File: config.mk
export PLATFORM = sky130hd
export DESIGN_NAME = gbr_register_map
export DESIGN_NICKNAME = d
export VERILOG_FILES = /design/src/core/gbr_pkg.sv /design/src/core/gbr_byte_regs.sv /design/src/core/gbr_register_map.sv
export SDC_FILE = /design/constraint.sdc
export NUM_CORES = 1
export LEC_CHECK = 0
export BUFFER_PORTS_ARGS = -buffer_cell sky130_fd_sc_hd__buf_2
export CAP_MARGIN = 20
export CORE_ASPECT_RATIO = 0.5
export CORE_MARGIN = 2
export CORE_UTILIZATION = 50
export CTS_BUF_LIST = sky130_fd_sc_hd__clkbuf_4 sky130_fd_sc_hd__clkbuf_8 sky130_fd_sc_hd__clkbuf_16
export CTS_CLUSTER_DIAMETER = 80
export DETAILED_ROUTE_END_ITERATION = 8
export HOLD_SLACK_MARGIN = 0.05
export PLACE_DENSITY = 0.8
export SYNTH_ARGS = -nofsm -noshare
export SYNTH_HDL_FRONTEND = slang
export SYNTH_SLANG_ARGS = --single-unit
File: constraint.sdc
create_clock -name sys_clk_in -period 5.5 [get_ports sys_clk_in]
set_clock_uncertainty 0.2 [all_clocks]
set_input_delay 0 -clock sys_clk_in [delete_from_list [all_inputs] [get_ports sys_clk_in]]
set_output_delay 0 -clock sys_clk_in [all_outputs]
set_load 0.01 [all_outputs]
File: src/core/gbr_pkg.sv
package gbr_pkg;

  // register window geometry
  localparam int ADDR_W = 6;
  localparam int DATA_W = 8;
  localparam logic [ADDR_W-1:0] LOWER_TOP = 6'h1f;

  // common bank locations, visible whatever the bank selection
  localparam logic [ADDR_W-1:0] PART_ID_ADDR = 6'h20;
  localparam logic [ADDR_W-1:0] BANK_SEL_ADDR = 6'h21;
  localparam logic [ADDR_W-1:0] SYS_STATE_ADDR = 6'h22;
  localparam logic [ADDR_W-1:0] RATE_X_HIGH_ADDR = 6'h23;
  localparam logic [ADDR_W-1:0] RATE_X_LOW_ADDR = 6'h24;
  localparam logic [ADDR_W-1:0] RATE_Y_HIGH_ADDR = 6'h25;
  localparam logic [ADDR_W-1:0] RATE_Y_LOW_ADDR = 6'h26;
  localparam logic [ADDR_W-1:0] RATE_Z_HIGH_ADDR = 6'h27;
  localparam logic [ADDR_W-1:0] RATE_Z_LOW_ADDR = 6'h28;
  localparam logic [ADDR_W-1:0] THERMAL_HIGH_ADDR = 6'h29;
  localparam logic [ADDR_W-1:0] THERMAL_LOW_ADDR = 6'h2a;
  localparam logic [ADDR_W-1:0] HP_CLEAR_ADDR = 6'h3b;
  localparam logic [ADDR_W-1:0] QUEUE_COUNT_ADDR = 6'h3c;
  localparam logic [ADDR_W-1:0] QUEUE_FLAGS_ADDR = 6'h3d;
  localparam logic [ADDR_W-1:0] QUEUE_DATA_ADDR = 6'h3e;
  localparam logic [ADDR_W-1:0] PARITY_CLEAR_ADDR = 6'h3f;

  // read-only locations inside the user banks
  localparam logic [ADDR_W-1:0] SYNC_CFG_ADDR = 6'h1a;
  localparam logic [ADDR_W-1:0] SYNC_CNT_ADDR = 6'h1b;
  localparam logic [ADDR_W-1:0] INT_LIVE_ADDR = 6'h0d;
  localparam logic [ADDR_W-1:0] INT_LINE1_ADDR = 6'h0e;
  localparam logic [ADDR_W-1:0] INT_LINE2_ADDR = 6'h0f;
  localparam logic [ADDR_W-1:0] SERIAL_BASE_ADDR = 6'h1a;
  localparam int SERIAL_BYTES = 6;

  // reset values of the common read/write locations
  localparam logic [DATA_W-1:0] BANK_SEL_RESET = 8'h00;
  localparam logic [DATA_W-1:0] HP_CLEAR_RESET = 8'h00;
  localparam logic [DATA_W-1:0] ZERO_BYTE = 8'h00;
  localparam int BANK_BIT = 0;

  // user bank 0 read/write slots: power, sensing, data-ready, io, iface,
  // otp, queue threshold and queue mode
  localparam int B0_N = 10;
  localparam logic [B0_N-1:0][ADDR_W-1:0] B0_ADDR = {
    6'h18, 6'h17, 6'h16, 6'h15, 6'h14,
    6'h13, 6'h03, 6'h02, 6'h01, 6'h00};
  localparam logic [B0_N-1:0][DATA_W-1:0] B0_RESET = {
    8'h00, 8'h00, 8'h00, 8'h04, 8'h00,
    8'h01, 8'h00, 8'h23, 8'h28, 8'h07};
  localparam int B0_SENSE_LP_SLOT = 1;
  localparam int B0_OTP_SLOT = 7;

  // user bank 1 read/write slots: references, debounce, zone masks,
  // and/or mask, int config, timeout, line source masks
  localparam int B1_N = 15;
  localparam logic [B1_N-1:0][ADDR_W-1:0] B1_ADDR = {
    6'h11, 6'h10, 6'h0c, 6'h0b, 6'h0a, 6'h09, 6'h08, 6'h07,
    6'h06, 6'h05, 6'h04, 6'h03, 6'h02, 6'h01, 6'h00};
  localparam logic [B1_N-1:0][DATA_W-1:0] B1_RESET = {
    8'h02, 8'h80, 8'h00, 8'h24, 8'h00, 8'h00, 8'h00, 8'h00,
    8'h00, 8'h00, 8'h00, 8'h00, 8'h00, 8'h00, 8'h00};
  localparam int B1_REF_X_SLOT = 0;

  typedef logic [B0_N-1:0][DATA_W-1:0] gbr_bank0_t;
  typedef logic [B1_N-1:0][DATA_W-1:0] gbr_bank1_t;

  // live measurements from the sensing path
  typedef struct packed {
    logic [15:0] rate_x;
    logic [15:0] rate_y;
    logic [15:0] rate_z;
    logic [15:0] thermal;
  } gbr_meas_t;

  // state owned by the rest of the device, shown read-only
  typedef struct packed {
    logic [7:0] system_state;
    logic [7:0] int_sources_live;
    logic [7:0] int_line1_latched;
    logic [7:0] int_line2_latched;
    logic [7:0] queue_count;
    logic [7:0] queue_flags;
    logic [7:0] queue_data;
    logic [7:0] sync_pin_config;
    logic [7:0] sync_capture_count;
  } gbr_status_t;

endpackage

File: src/core/gbr_byte_regs.sv
`timescale 1ns/100ps
`default_nettype none

// a row of byte-wide read/write registers with per-slot write enables
module gbr_byte_regs #(
  parameter int N = 1,
  parameter logic [N-1:0][7:0] RESET_VAL = '0
) (
  input wire logic sys_clk_in,                // system clock
  input wire logic resetn_in,                 // async reset, active low
  input wire logic [N-1:0] wr_en_in,          // one write enable per slot
  input wire logic [7:0] wdata_in,            // byte to store
  output logic [N-1:0][7:0] q_out             // stored bytes
);

  // each slot loads only on its own enable, so a miss changes nothing
  for (genvar i = 0; i < N; i++)
  begin : g_slot
    always_ff @(posedge sys_clk_in or negedge resetn_in)
    begin
      if (!resetn_in)
      begin
        q_out[i] <= RESET_VAL[i];
      end
      else if (wr_en_in[i])
      begin
        q_out[i] <= wdata_in;
      end
    end
  end

endmodule
`default_nettype wire

File: src/core/gbr_register_map.sv
`timescale 1ns/100ps
`default_nettype none

// Operation
// - locations 0x20 to 0x3F stay reachable whatever bank is selected.
// - locations 0x00 to 0x1F show the user bank chosen at 0x21.
// - lower 32 locations are banked so 96 locations fit 64 addresses.
// - each rate axis reads as two bytes, upper byte at lower address.
// - temperature reads as high byte at 0x29 and low byte at 0x2A.
// - location 0x3C reports samples available in the queue, passed through from status_in.queue_count.
// - queue contents are drained by repeated reads of location 0x3E.
// - writing 0x3F clears parity state; the location does not keep data.
// - user bank 0 holds power, sensing, io, iface, queue and sync setup.
// - user bank 1 holds interrupt setup and the serial number bytes.
// - serial number reads as six bytes at bank 1 0x1A to 0x1F.
// - bank 1 holds per-axis references 0x00-0x02 and debounce 0x03-0x05.
// - bank 1 holds zone masks 0x06-0x08 and the and/or mask at 0x09.
// - bank 1 shows live sources 0x0D and latched line status 0x0E, 0x0F.
// - bank 0 location 0x01 is read/write sensing setup, reset 0x28.
// - bank 0 location 0x16 is read/write iface and otp setup, reset zero.
module gbr_register_map #(
  parameter logic [7:0] PART_ID = 8'h5a         // arbitrary identity value
) (
  input wire logic sys_clk_in,                  // system clock, 250 MHz
  input wire logic resetn_in,                   // async reset, active low
  input wire logic [5:0] reg_addr_in,           // register location
  input wire logic reg_wr_in,                   // write strobe
  input wire logic [7:0] reg_wdata_in,          // write byte
  input wire logic reg_rd_in,                   // read strobe
  output logic [7:0] reg_rdata_out,             // read byte, next cycle
  input wire gbr_pkg::gbr_meas_t meas_in,       // live measurements
  input wire gbr_pkg::gbr_status_t status_in,   // device-owned state
  input wire logic [47:0] serial_number_in,     // per-device serial number
  output logic queue_pop_out,                   // advance queue head
  output logic parity_clear_out,                // one-cycle parity clear
  output logic bank_one_out,                    // user bank 1 is mapped
  output logic [7:0] highpass_clear_out,        // stored highpass clear
  output gbr_pkg::gbr_bank0_t bank0_cfg_out,    // bank 0 settings
  output gbr_pkg::gbr_bank1_t bank1_cfg_out     // bank 1 settings
);
  import gbr_pkg::*;

  logic [7:0] bank_selector;
  logic [7:0] next_rdata;
  logic [B0_N-1:0] b0_wr;
  logic [B1_N-1:0] b1_wr;
  logic lower_hit;

  // true for the banked half of the window
  function automatic logic in_lower(input logic [ADDR_W-1:0] a);
    in_lower = (a <= LOWER_TOP);
  endfunction

  // true for a location of the common half at a given address
  function automatic logic common_at(input logic [ADDR_W-1:0] a,
                                     input logic [ADDR_W-1:0] loc);
    common_at = !in_lower(a) && (a == loc);
  endfunction

  assign lower_hit = in_lower(reg_addr_in);

  // only bit zero picks the bank; the full byte reads back as written
  assign bank_one_out = bank_selector[BANK_BIT];

  // bank selection register
  always_ff @(posedge sys_clk_in or negedge resetn_in)
  begin
    if (!resetn_in)
    begin
      bank_selector <= BANK_SEL_RESET;
    end
    else if (reg_wr_in && common_at(reg_addr_in, BANK_SEL_ADDR))
    begin
      bank_selector <= reg_wdata_in;
    end
  end

  // highpass clear keeps its value; the filter logic owns its meaning
  always_ff @(posedge sys_clk_in or negedge resetn_in)
  begin
    if (!resetn_in)
    begin
      highpass_clear_out <= HP_CLEAR_RESET;
    end
    else if (reg_wr_in && common_at(reg_addr_in, HP_CLEAR_ADDR))
    begin
      highpass_clear_out <= reg_wdata_in;
    end
  end

  // parity clear is a pulse, nothing is stored, so reads stay zero
  always_ff @(posedge sys_clk_in or negedge resetn_in)
  begin
    if (!resetn_in)
    begin
      parity_clear_out <= 1'b0;
    end
    else
    begin
      parity_clear_out <= reg_wr_in &&
        common_at(reg_addr_in, PARITY_CLEAR_ADDR);
    end
  end

  // write decode per bank: a slot only loads while its bank is mapped
  for (genvar i = 0; i < B0_N; i++)
  begin : g_b0_wr
    assign b0_wr[i] = reg_wr_in && lower_hit && !bank_one_out &&
      (reg_addr_in == B0_ADDR[i]);
  end
  for (genvar j = 0; j < B1_N; j++)
  begin : g_b1_wr
    assign b1_wr[j] = reg_wr_in && lower_hit && bank_one_out &&
      (reg_addr_in == B1_ADDR[j]);
  end

  // bank 0: power, sensing, data-ready, io, iface/otp, queue setup
  gbr_byte_regs #(
    .N(B0_N),
    .RESET_VAL(B0_RESET)
  ) u_bank0 (
    .sys_clk_in(sys_clk_in),
    .resetn_in(resetn_in),
    .wr_en_in(b0_wr),
    .wdata_in(reg_wdata_in),
    .q_out(bank0_cfg_out)
  );

  // bank 1: references, debounce, masks, interrupt setup and timeout
  gbr_byte_regs #(
    .N(B1_N),
    .RESET_VAL(B1_RESET)
  ) u_bank1 (
    .sys_clk_in(sys_clk_in),
    .resetn_in(resetn_in),
    .wr_en_in(b1_wr),
    .wdata_in(reg_wdata_in),
    .q_out(bank1_cfg_out)
  );

  // read selection; anything not matched below is reserved and reads zero
  always_comb
  begin
    next_rdata = ZERO_BYTE;
    if (!lower_hit)
    begin
      unique case (reg_addr_in)
        PART_ID_ADDR: next_rdata = PART_ID;
        BANK_SEL_ADDR: next_rdata = bank_selector;
        SYS_STATE_ADDR: next_rdata = status_in.system_state;
        RATE_X_HIGH_ADDR: next_rdata = meas_in.rate_x[15:8];
        RATE_X_LOW_ADDR: next_rdata = meas_in.rate_x[7:0];
        RATE_Y_HIGH_ADDR: next_rdata = meas_in.rate_y[15:8];
        RATE_Y_LOW_ADDR: next_rdata = meas_in.rate_y[7:0];
        RATE_Z_HIGH_ADDR: next_rdata = meas_in.rate_z[15:8];
        RATE_Z_LOW_ADDR: next_rdata = meas_in.rate_z[7:0];
        THERMAL_HIGH_ADDR: next_rdata = meas_in.thermal[15:8];
        THERMAL_LOW_ADDR: next_rdata = meas_in.thermal[7:0];
        HP_CLEAR_ADDR: next_rdata = highpass_clear_out;
        QUEUE_COUNT_ADDR: next_rdata = status_in.queue_count;
        QUEUE_FLAGS_ADDR: next_rdata = status_in.queue_flags;
        QUEUE_DATA_ADDR: next_rdata = status_in.queue_data;
        PARITY_CLEAR_ADDR: next_rdata = ZERO_BYTE;
        default: next_rdata = ZERO_BYTE;
      endcase
    end
    else if (bank_one_out)
    begin
      // the lower half is reused by bank 1, giving 96 locations in 64 addresses
      for (int i = 0; i < B1_N; i++)
      begin
        if (reg_addr_in == B1_ADDR[i])
        begin
          next_rdata = bank1_cfg_out[i];
        end
      end
      if (reg_addr_in == INT_LIVE_ADDR)
      begin
        next_rdata = status_in.int_sources_live;
      end
      if (reg_addr_in == INT_LINE1_ADDR)
      begin
        next_rdata = status_in.int_line1_latched;
      end
      if (reg_addr_in == INT_LINE2_ADDR)
      begin
        next_rdata = status_in.int_line2_latched;
      end
      for (int k = 0; k < SERIAL_BYTES; k++)
      begin
        if (reg_addr_in == SERIAL_BASE_ADDR + 6'(k))
        begin
          next_rdata = serial_number_in[k*8 +: 8];
        end
      end
    end
    else
    begin
      for (int i = 0; i < B0_N; i++)
      begin
        if (reg_addr_in == B0_ADDR[i])
        begin
          next_rdata = bank0_cfg_out[i];
        end
      end
      if (reg_addr_in == SYNC_CFG_ADDR)
      begin
        next_rdata = status_in.sync_pin_config;
      end
      if (reg_addr_in == SYNC_CNT_ADDR)
      begin
        next_rdata = status_in.sync_capture_count;
      end
    end
  end

  // read data is registered; it holds until the next read strobe
  always_ff @(posedge sys_clk_in or negedge resetn_in)
  begin
    if (!resetn_in)
    begin
      reg_rdata_out <= ZERO_BYTE;
    end
    else if (reg_rd_in)
    begin
      reg_rdata_out <= next_rdata;
    end
  end

  // each read of the queue port takes the head and advances it, so a
  // burst of reads drains successive entries
  assign queue_pop_out = reg_rd_in &&
    common_at(reg_addr_in, QUEUE_DATA_ADDR);
endmodule
`default_nettype wire

==> results of run 1 <==
[layout make-up]
class / instances / area [um2]
fillers: 1972 / 8367
multi-input cells: 775 / 6070
flip-flops and latches: 225 / 5648
repair buffers: 474 / 2643
clock buffers: 33 / 645.6
well taps: 315 / 394.1
clock inverters: 7 / 85.08
inverters: 5 / 18.77
diodes: 1 / 2.502
[critical path: stages]
cell,delay (ns)
buf_2,0.60
nand2b_1,0.46
nor2_1,0.32
a22oi_1,0.25
dlygate4sd3_1,0.58
nand3_1,0.08
dlygate4sd3_1,0.57
or4_1,0.38
dlygate4sd3_1,0.57
o32a_1,0.32
dlygate4sd3_1,0.55
[power by group]
| part | internal (mW) | switching [mW] | leakage [nW] |
|---|---|---|---|
| clock network | 0.871 | 0.687 | 0.365 |
| registers | 1.74 | 0.0809 | 3.04 |
| logic | 0.230 | 0.323 | 4.52 |
[path summary, 6_finish.rpt]
| path | to | slack [ns] | cells after the start |
|---|---|---|---|
| worst max-delay path | reg_rdata_out[6] | 0.98 | 11 |
| worst min-delay path | reg_rdata_out[3] | 0.27 | 5 |
| worst max register to register | reg_rdata_out[5] | 1.40 | 7 |
| worst min register to register | bank_selector[4] | 0.31 | 1 |
| max in group asynchronous | u_bank0.q_out[24] | 3.75 | 4 |
| min in group asynchronous | u_bank1.q_out[93] | 0.46 | 3 |
[stage by stage]
step / instance area [um2] / hold WS, ns
floorplan: 12070 / -0.4956
global placement: 14300 / -0.1180
detailed placement: 14310 / -0.1012
CTS: 15500 / 0.2493
global route: 15510 / 0.2950
finish: 15510 / 0.2727
[sequential cells by signal (all words and copies together), names as in the netlist]
signal / flops
bank_selector: 8
highpass_clear_out: 8
parity_clear_out: 1
reg_rdata_out: 8
u_bank0.q_out: 80
u_bank1.q_out: 120
[cell usage in the layout (no fill, tap or decap), types with 7 or more instances in the layout]
cell type,netlist,routed
o211ai_1,11,11
a21oi_1,39,39
a22oi_1,70,70
clkbuf_16,0,22
nor4_1,12,12
dfrtp_1,211,211
dfstp_2,14,14
dlygate4sd3_1,0,43
nor3_1,22,22
nand3_1,22,22
a22o_1,8,8
buf_4,6,8
nand2_1,57,57
nor2_1,69,69
a221oi_1,24,24
nand4_1,14,14
nand2b_1,10,10
mux2_2,220,220
clkbuf_4,0,10
a32oi_1,8,8
o22ai_1,26,26
buf_2,19,420
o21ai_0,25,25
or3_1,7,7
and3_1,8,8
[routing by layer]
metal	GRT usage (%)	share of wire, %
met1	59.42	41
met2	63.55	44
met3	8.552	11
met4	13.82	3.8
met5	0	0.024
[kinds of logic after synthesis]
family | share of synthesized area (%)
buffers and inverters | 2.995
multiplexers | 21.20
flip-flops | 46.78
AO/OA/AOI/OAI | 15.96
AND/OR/NAND/NOR | 13.07
[synth_stat cells, types with 6 or more instances]
cell type and n:
mux2_2 220, dfrtp_1 211, a22oi_1 70, nor2_1 69
nand2_1 57, a21oi_1 39, clkbuf_1 33, o22ai_1 26
o21ai_0 25, a221oi_1 24, nand3_1 22, nor3_1 22
buf_2 19, dfstp_2 14, nand4_1 14, nor4_1 12
o211ai_1 11, nand2b_1 10, a22o_1 8, a32oi_1 8
and3_1 8, buf_6 7, or3_1 7, a222oi_1 6
buf_4 6, mux2i_1 6, nor2_4 6
==> qor.yml, run 1 <==
route:
  drt_first_iter_violations: 1912
  routed_wirelength_um: 55070
  drc_errors: 0
  vias_per_cell: 6.871
  wl_per_cell_um: 30.01
  first_pass_iters: 9
  num_vias: 12610
  postRouteAntennaNets: 0
global_routing:
  antenna_found_initial: 2
  grt_usage_pct: 41.56
  grt_pass1_wl_um: 79000
  grt_pass1_vias: 12150
  grt_max_degree: 100
  overflow: 0
setup_path:
  worst_setup_path_start_kind: "input pin"
  critPathCaptureType: "flip-flop"
  crit_required_ns: 5.71
  cp.arrival_ns: 4.73
  r2r_start: "bank_selector[0]"
  worst-path-max-fanout: 37
  startpoint: "reg_addr_in[1]"
  setup.worst_path.class: "in -> reg"
final_layout:
  syn2layout_area_growth_pct: 28.42
  drive_gt1_share_pct: 48.58
  final_util_pct: 64.95
  nets: 1705
  fin_cells: 1835
timing:
  fmax_mhz: 221.3
  finalCritPeriodShare_pct: 82.18
  drv_slew: 0
  fin_ws_ns: 0.9803
  slew_headroom_pct: 28.37
  worstMarginPinSlew_ns: 1.066
  layout_min_cycle_time_ns: 4.520
  hold_viol: 0
  tns_ns: 0
  rsz0062_at_grt: "false"
  setup_viol: 0
die:
  placementRows: 40
  die_w_um: 223.8
  die_y_um: 113.9
  dieArea_mm2: 0.02548
  io_pins: 421
  core_area_mm2: 0.02387
  start_util_pct: 50.58
synth:
  syn-num-nets: 1272
  synthCells: 1070
  ys_seq_area_share_pct: 46.78
  synth_edf_count: 0
  syn_area_mm2: 0.01207
  synthFlopType: "dfrtp_1"
  synth_area_leaders: "dfrtp_1 (44%), mux2_2 (21%), a22oi_1 (4.4%)"
  ys_ff_latch: 225
  synth_top_cell_area_share_pct: 43.73
  yosysTopAreaCell: "dfrtp_1"
  ys_warn_count: 0
  yosys.cell_types.count: 78
  syn_avg_cell_area_um2: 11.28
  async_flop_share_pct: 100.0
placed_design:
  port_buffers: 420
  hpwl_um: 39570
  pre_cts_slack_ns: 2.054
  dpl.cell_count: 1749
  gp_congestion: 0.9786
power:
  ir_drop_mv: 0.2221
  power_leakage_nw: 7.926
  p_total_mw: 3.929
  cellPowerDensity_mw_per_mm2: 253.4
clocking:
  cts_sinks: 225
  cts_resized: 0
  root_buffer: "clkbuf_16"
  cts_tree: "yes"
  cts_buffers: 22
  insertion_delay_ns: 0.53
  cts_hold_buf: 44
  clk_pin_slew_worst_paths_ns: 0.07
  cts_max_level: 1
  cts_setup_buffers: 0
  cts_buffer_depth: 3
worst_hold_path:
  hold_class: "in -> reg"
  min_from: "status_in[51]"
outcome:
  outcome: "finished, final reports clean"
job:
  maxCapViolations: 0
Note: power is estimated with default switching activity, not from simulation.
==> inputs of run 2 (changes only) <==
clock period = 4.3 ns   (was 5.5 ns; I/O delays follow)
==> run 2 against run 1 <==
Compared with the run above: sequential share of layout area is 0.17 points lower; sequential power is 28% higher; count of clock-buffer cells in the layout shrank 2; non-clock buffer count grew 6; worst setup slack got worse by 0.69 ns; die area unchanged; critical endpoint unchanged; highest routed layer is now met4; routed wire length is 2.1% lower; combinational power is 29% higher; power rose by 29%.
==> qor.yml, run 2 (synthesis gave the netlist of run 1 again) <==
timing:
  setup_viol: 0  # unchanged
  finalCritPeriodShare_pct: 93.19
  tns_ns: 0  # unchanged
  layout_min_cycle_time_ns: 4.007
  worstMarginPinSlew_ns: 1.052  # was 1.066 ns
  hold_viol: 0  # unchanged
  slew_headroom_pct: 29.60  # was 28.37%
  rsz0062_at_grt: "false"  # unchanged
  fmax_mhz: 249.6
  drv_slew: 0  # unchanged
  fin_ws_ns: 0.2930  # was 0.9803 ns
  hold-worst-slack_ns: 0.1317  # was 0.2727 ns
final_layout:
  regMostFlops: "u_bank1.q_out"  # unchanged
  fin_area_mm2: 0.01558  # was 0.01551 mm2
  top_regs: "u_bank1.q_out x120, u_bank0.q_out x80"  # unchanged
  drive_gt1_share_pct: 48.56  # was 48.58%
  largest_register_ffs: 120  # unchanged
  syn2layout_area_growth_pct: 29.04  # was 28.42%
  nets: 1711  # was 1705
  nFillCells: 1924  # was 1972
  final_common_cell: "buf_2"  # unchanged
  final_cell_mix: "buf_2 (419), mux2_2 (220), dfrtp_1 (211)"  # was buf_2 (420), mux2_2 (220), dfrtp_1 (211)
die:
  io_pins: 421  # unchanged
  start_util_pct: 50.58  # unchanged
  placementRows: 40  # unchanged
  die_w_um: 223.8  # unchanged
  core_area_mm2: 0.02387  # unchanged
  die_y_um: 113.9  # unchanged
  dieArea_mm2: 0.02548  # unchanged
setup_path:
  worst-path-max-fanout: 37  # unchanged
  critPathCaptureType: "flip-flop"  # unchanged
  startpoint: "reg_addr_in[1]"  # unchanged
  reg2reg_slack_ns: 0.93  # was 1.40 ns
  crit_required_ns: 4.49  # was 5.71 ns
  cp.arrival_ns: 4.20  # was 4.73 ns
  setup.worst_path.class: "in -> reg"  # unchanged
  worst_setup_path_start_kind: "input pin"  # unchanged
  r2r_start: "u_bank0.q_out[25]"  # was bank_selector[0]
route:
  routed_wirelength_um: 53930  # was 55070 um
  first_pass_iters: 6  # was 9
  vias_per_cell: 6.760  # was 6.871
  drt_first_iter_violations: 1943  # was 1912
  postRouteAntennaNets: 0  # unchanged
  drc_errors: 0  # unchanged
  wl_per_cell_um: 29.26  # was 30.01 um
  num_vias: 12460  # was 12610
power:
  cellPowerDensity_mw_per_mm2: 324.4  # was 253.4 mW/mm2
  p_total_mw: 5.054  # was 3.929 mW
  ir_drop_mv: 0.2480  # was 0.2221 mV
  power_leakage_nw: 7.961  # was 7.926 nW
global_routing:
  grt_max_degree: 112  # was 100
  met2_usage_pct: 61.74  # was 63.55%
  grt_pass1_wl_um: 77700  # was 79000 um
  overflow: 0  # unchanged
  grt_util_met3_pct: 12.16  # was 8.552%
  busiest_layer: "met2"  # unchanged
  antenna_found_initial: 4  # was 2
  grt_usage_pct: 40.93  # was 41.56%
  grt_pass1_vias: 12160  # was 12150
  grtUsageMet1_pct: 56.49  # was 59.42%
placed_design:
  hpwl_um: 39430  # was 39570 um
  gp_congestion: 1.003  # was 0.9786
  placed_area_mm2: 0.01434  # was 0.01431 mm2
  port_buffers: 420  # unchanged
  pre_cts_slack_ns: 0.8386  # was 2.054 ns
worst_hold_path:
  hold_class: "in -> reg"  # unchanged
  min_from: "serial_number_in[6]"  # was status_in[51]
clocking:
  cts_max_level: 1  # unchanged
  cts_buffer_depth: 3  # unchanged
  clk_pin_slew_worst_paths_ns: 0.06  # was 0.07 ns
  cts_buffers: 22  # unchanged
  cts_tree: "yes"  # unchanged
  cts_sinks: 225  # unchanged
  cts_setup_buffers: 0  # unchanged
  insertion_delay_ns: 0.53  # about the same
  root_buffer: "clkbuf_16"  # unchanged
job:
  maxCapViolations: 0  # unchanged
outcome:
  outcome: "finished, final reports clean"  # unchanged
==> run 2: changes by cell type in the layout (fill, tap and decap cells not counted), sizes merged <==
cell	change
buf	+3
diode	+3
dlygate4sd3	+3
clkbuf	-2
bufinv	+1
clkinv	+1
inv	-1
==> run 2: path summary, 6_finish.rpt <==
| path | endpoint | depth (start not counted) |
|---|---|---|
| min | reg_rdata_out[6] | 5 |
| min reg2reg | bank_selector[6] | 1 |
| min in group asynchronous | u_bank1.q_out[43] | 3 |
| max in group asynchronous | u_bank1.q_out[20] | 5 |
| max | reg_rdata_out[6] | 10 |
| max reg2reg | reg_rdata_out[1] | 7 |
==> run 2: final cells by class <==
| cell class | instances | area (um2) | area share [%] |
|---|---|---|---|
| Antenna cell | 4 | 10.01 | 0.06425 |
| Clock buffer | 31 | 630.6 | 4.048 |
| Clock inverter | 8 | 103.9 | 0.6666 |
| Inverter | 5 | 18.77 | 0.1205 |
| Multi-Input combinational cell | 775 | 6065 | 38.93 |
| Sequential cell | 225 | 5648 | 36.25 |
| Tap cell | 315 | 394.1 | 2.530 |
| Timing Repair Buffer | 480 | 2710 | 17.39 |
==> run 2: critical path, stage by stage <==
cell	delay, ns
buf_2	0.60
or2_2	0.47
nor2_1	0.30
a222oi_1	0.32
dlygate4sd3_1	0.59
nand3_1	0.07
dlygate4sd3_1	0.57
or4_1	0.38
dlygate4sd3_1	0.56
o32a_1	0.32
==> run 2: metal layers <==
layer / wire (um) / up-vias
li1: - / 5045
met1: 21900 / 6291
met2: 23680 / 968
met3: 6356 / 154
met4: 1995 / 0
met5: 0 / -
==> run 2: per-stage QoR <==
step           cells  utilization, %
6_report        1843           65.26
5_1_grt         1842           65.25
3_3_place_gp    1752           60.07
4_1_cts         1837           65.07
3_5_place_dp    1752           60.07
2_1_floorplan   1070               -
==> run 2: what timing repair did <==
action | CTS | global route
resized for setup | 0 | 1
hold buffers | 46 | 0
setup endpoints to repair | 0 | 1
hold endpoints to repair | 339 | 0
==> run 2: report_power, final <==
group / internal, mW / switching [mW] / leakage [nW]
clock: 1.15 / 0.864 / 0.369
sequential: 2.22 / 0.104 / 3.04
combinational: 0.299 / 0.416 / 4.55
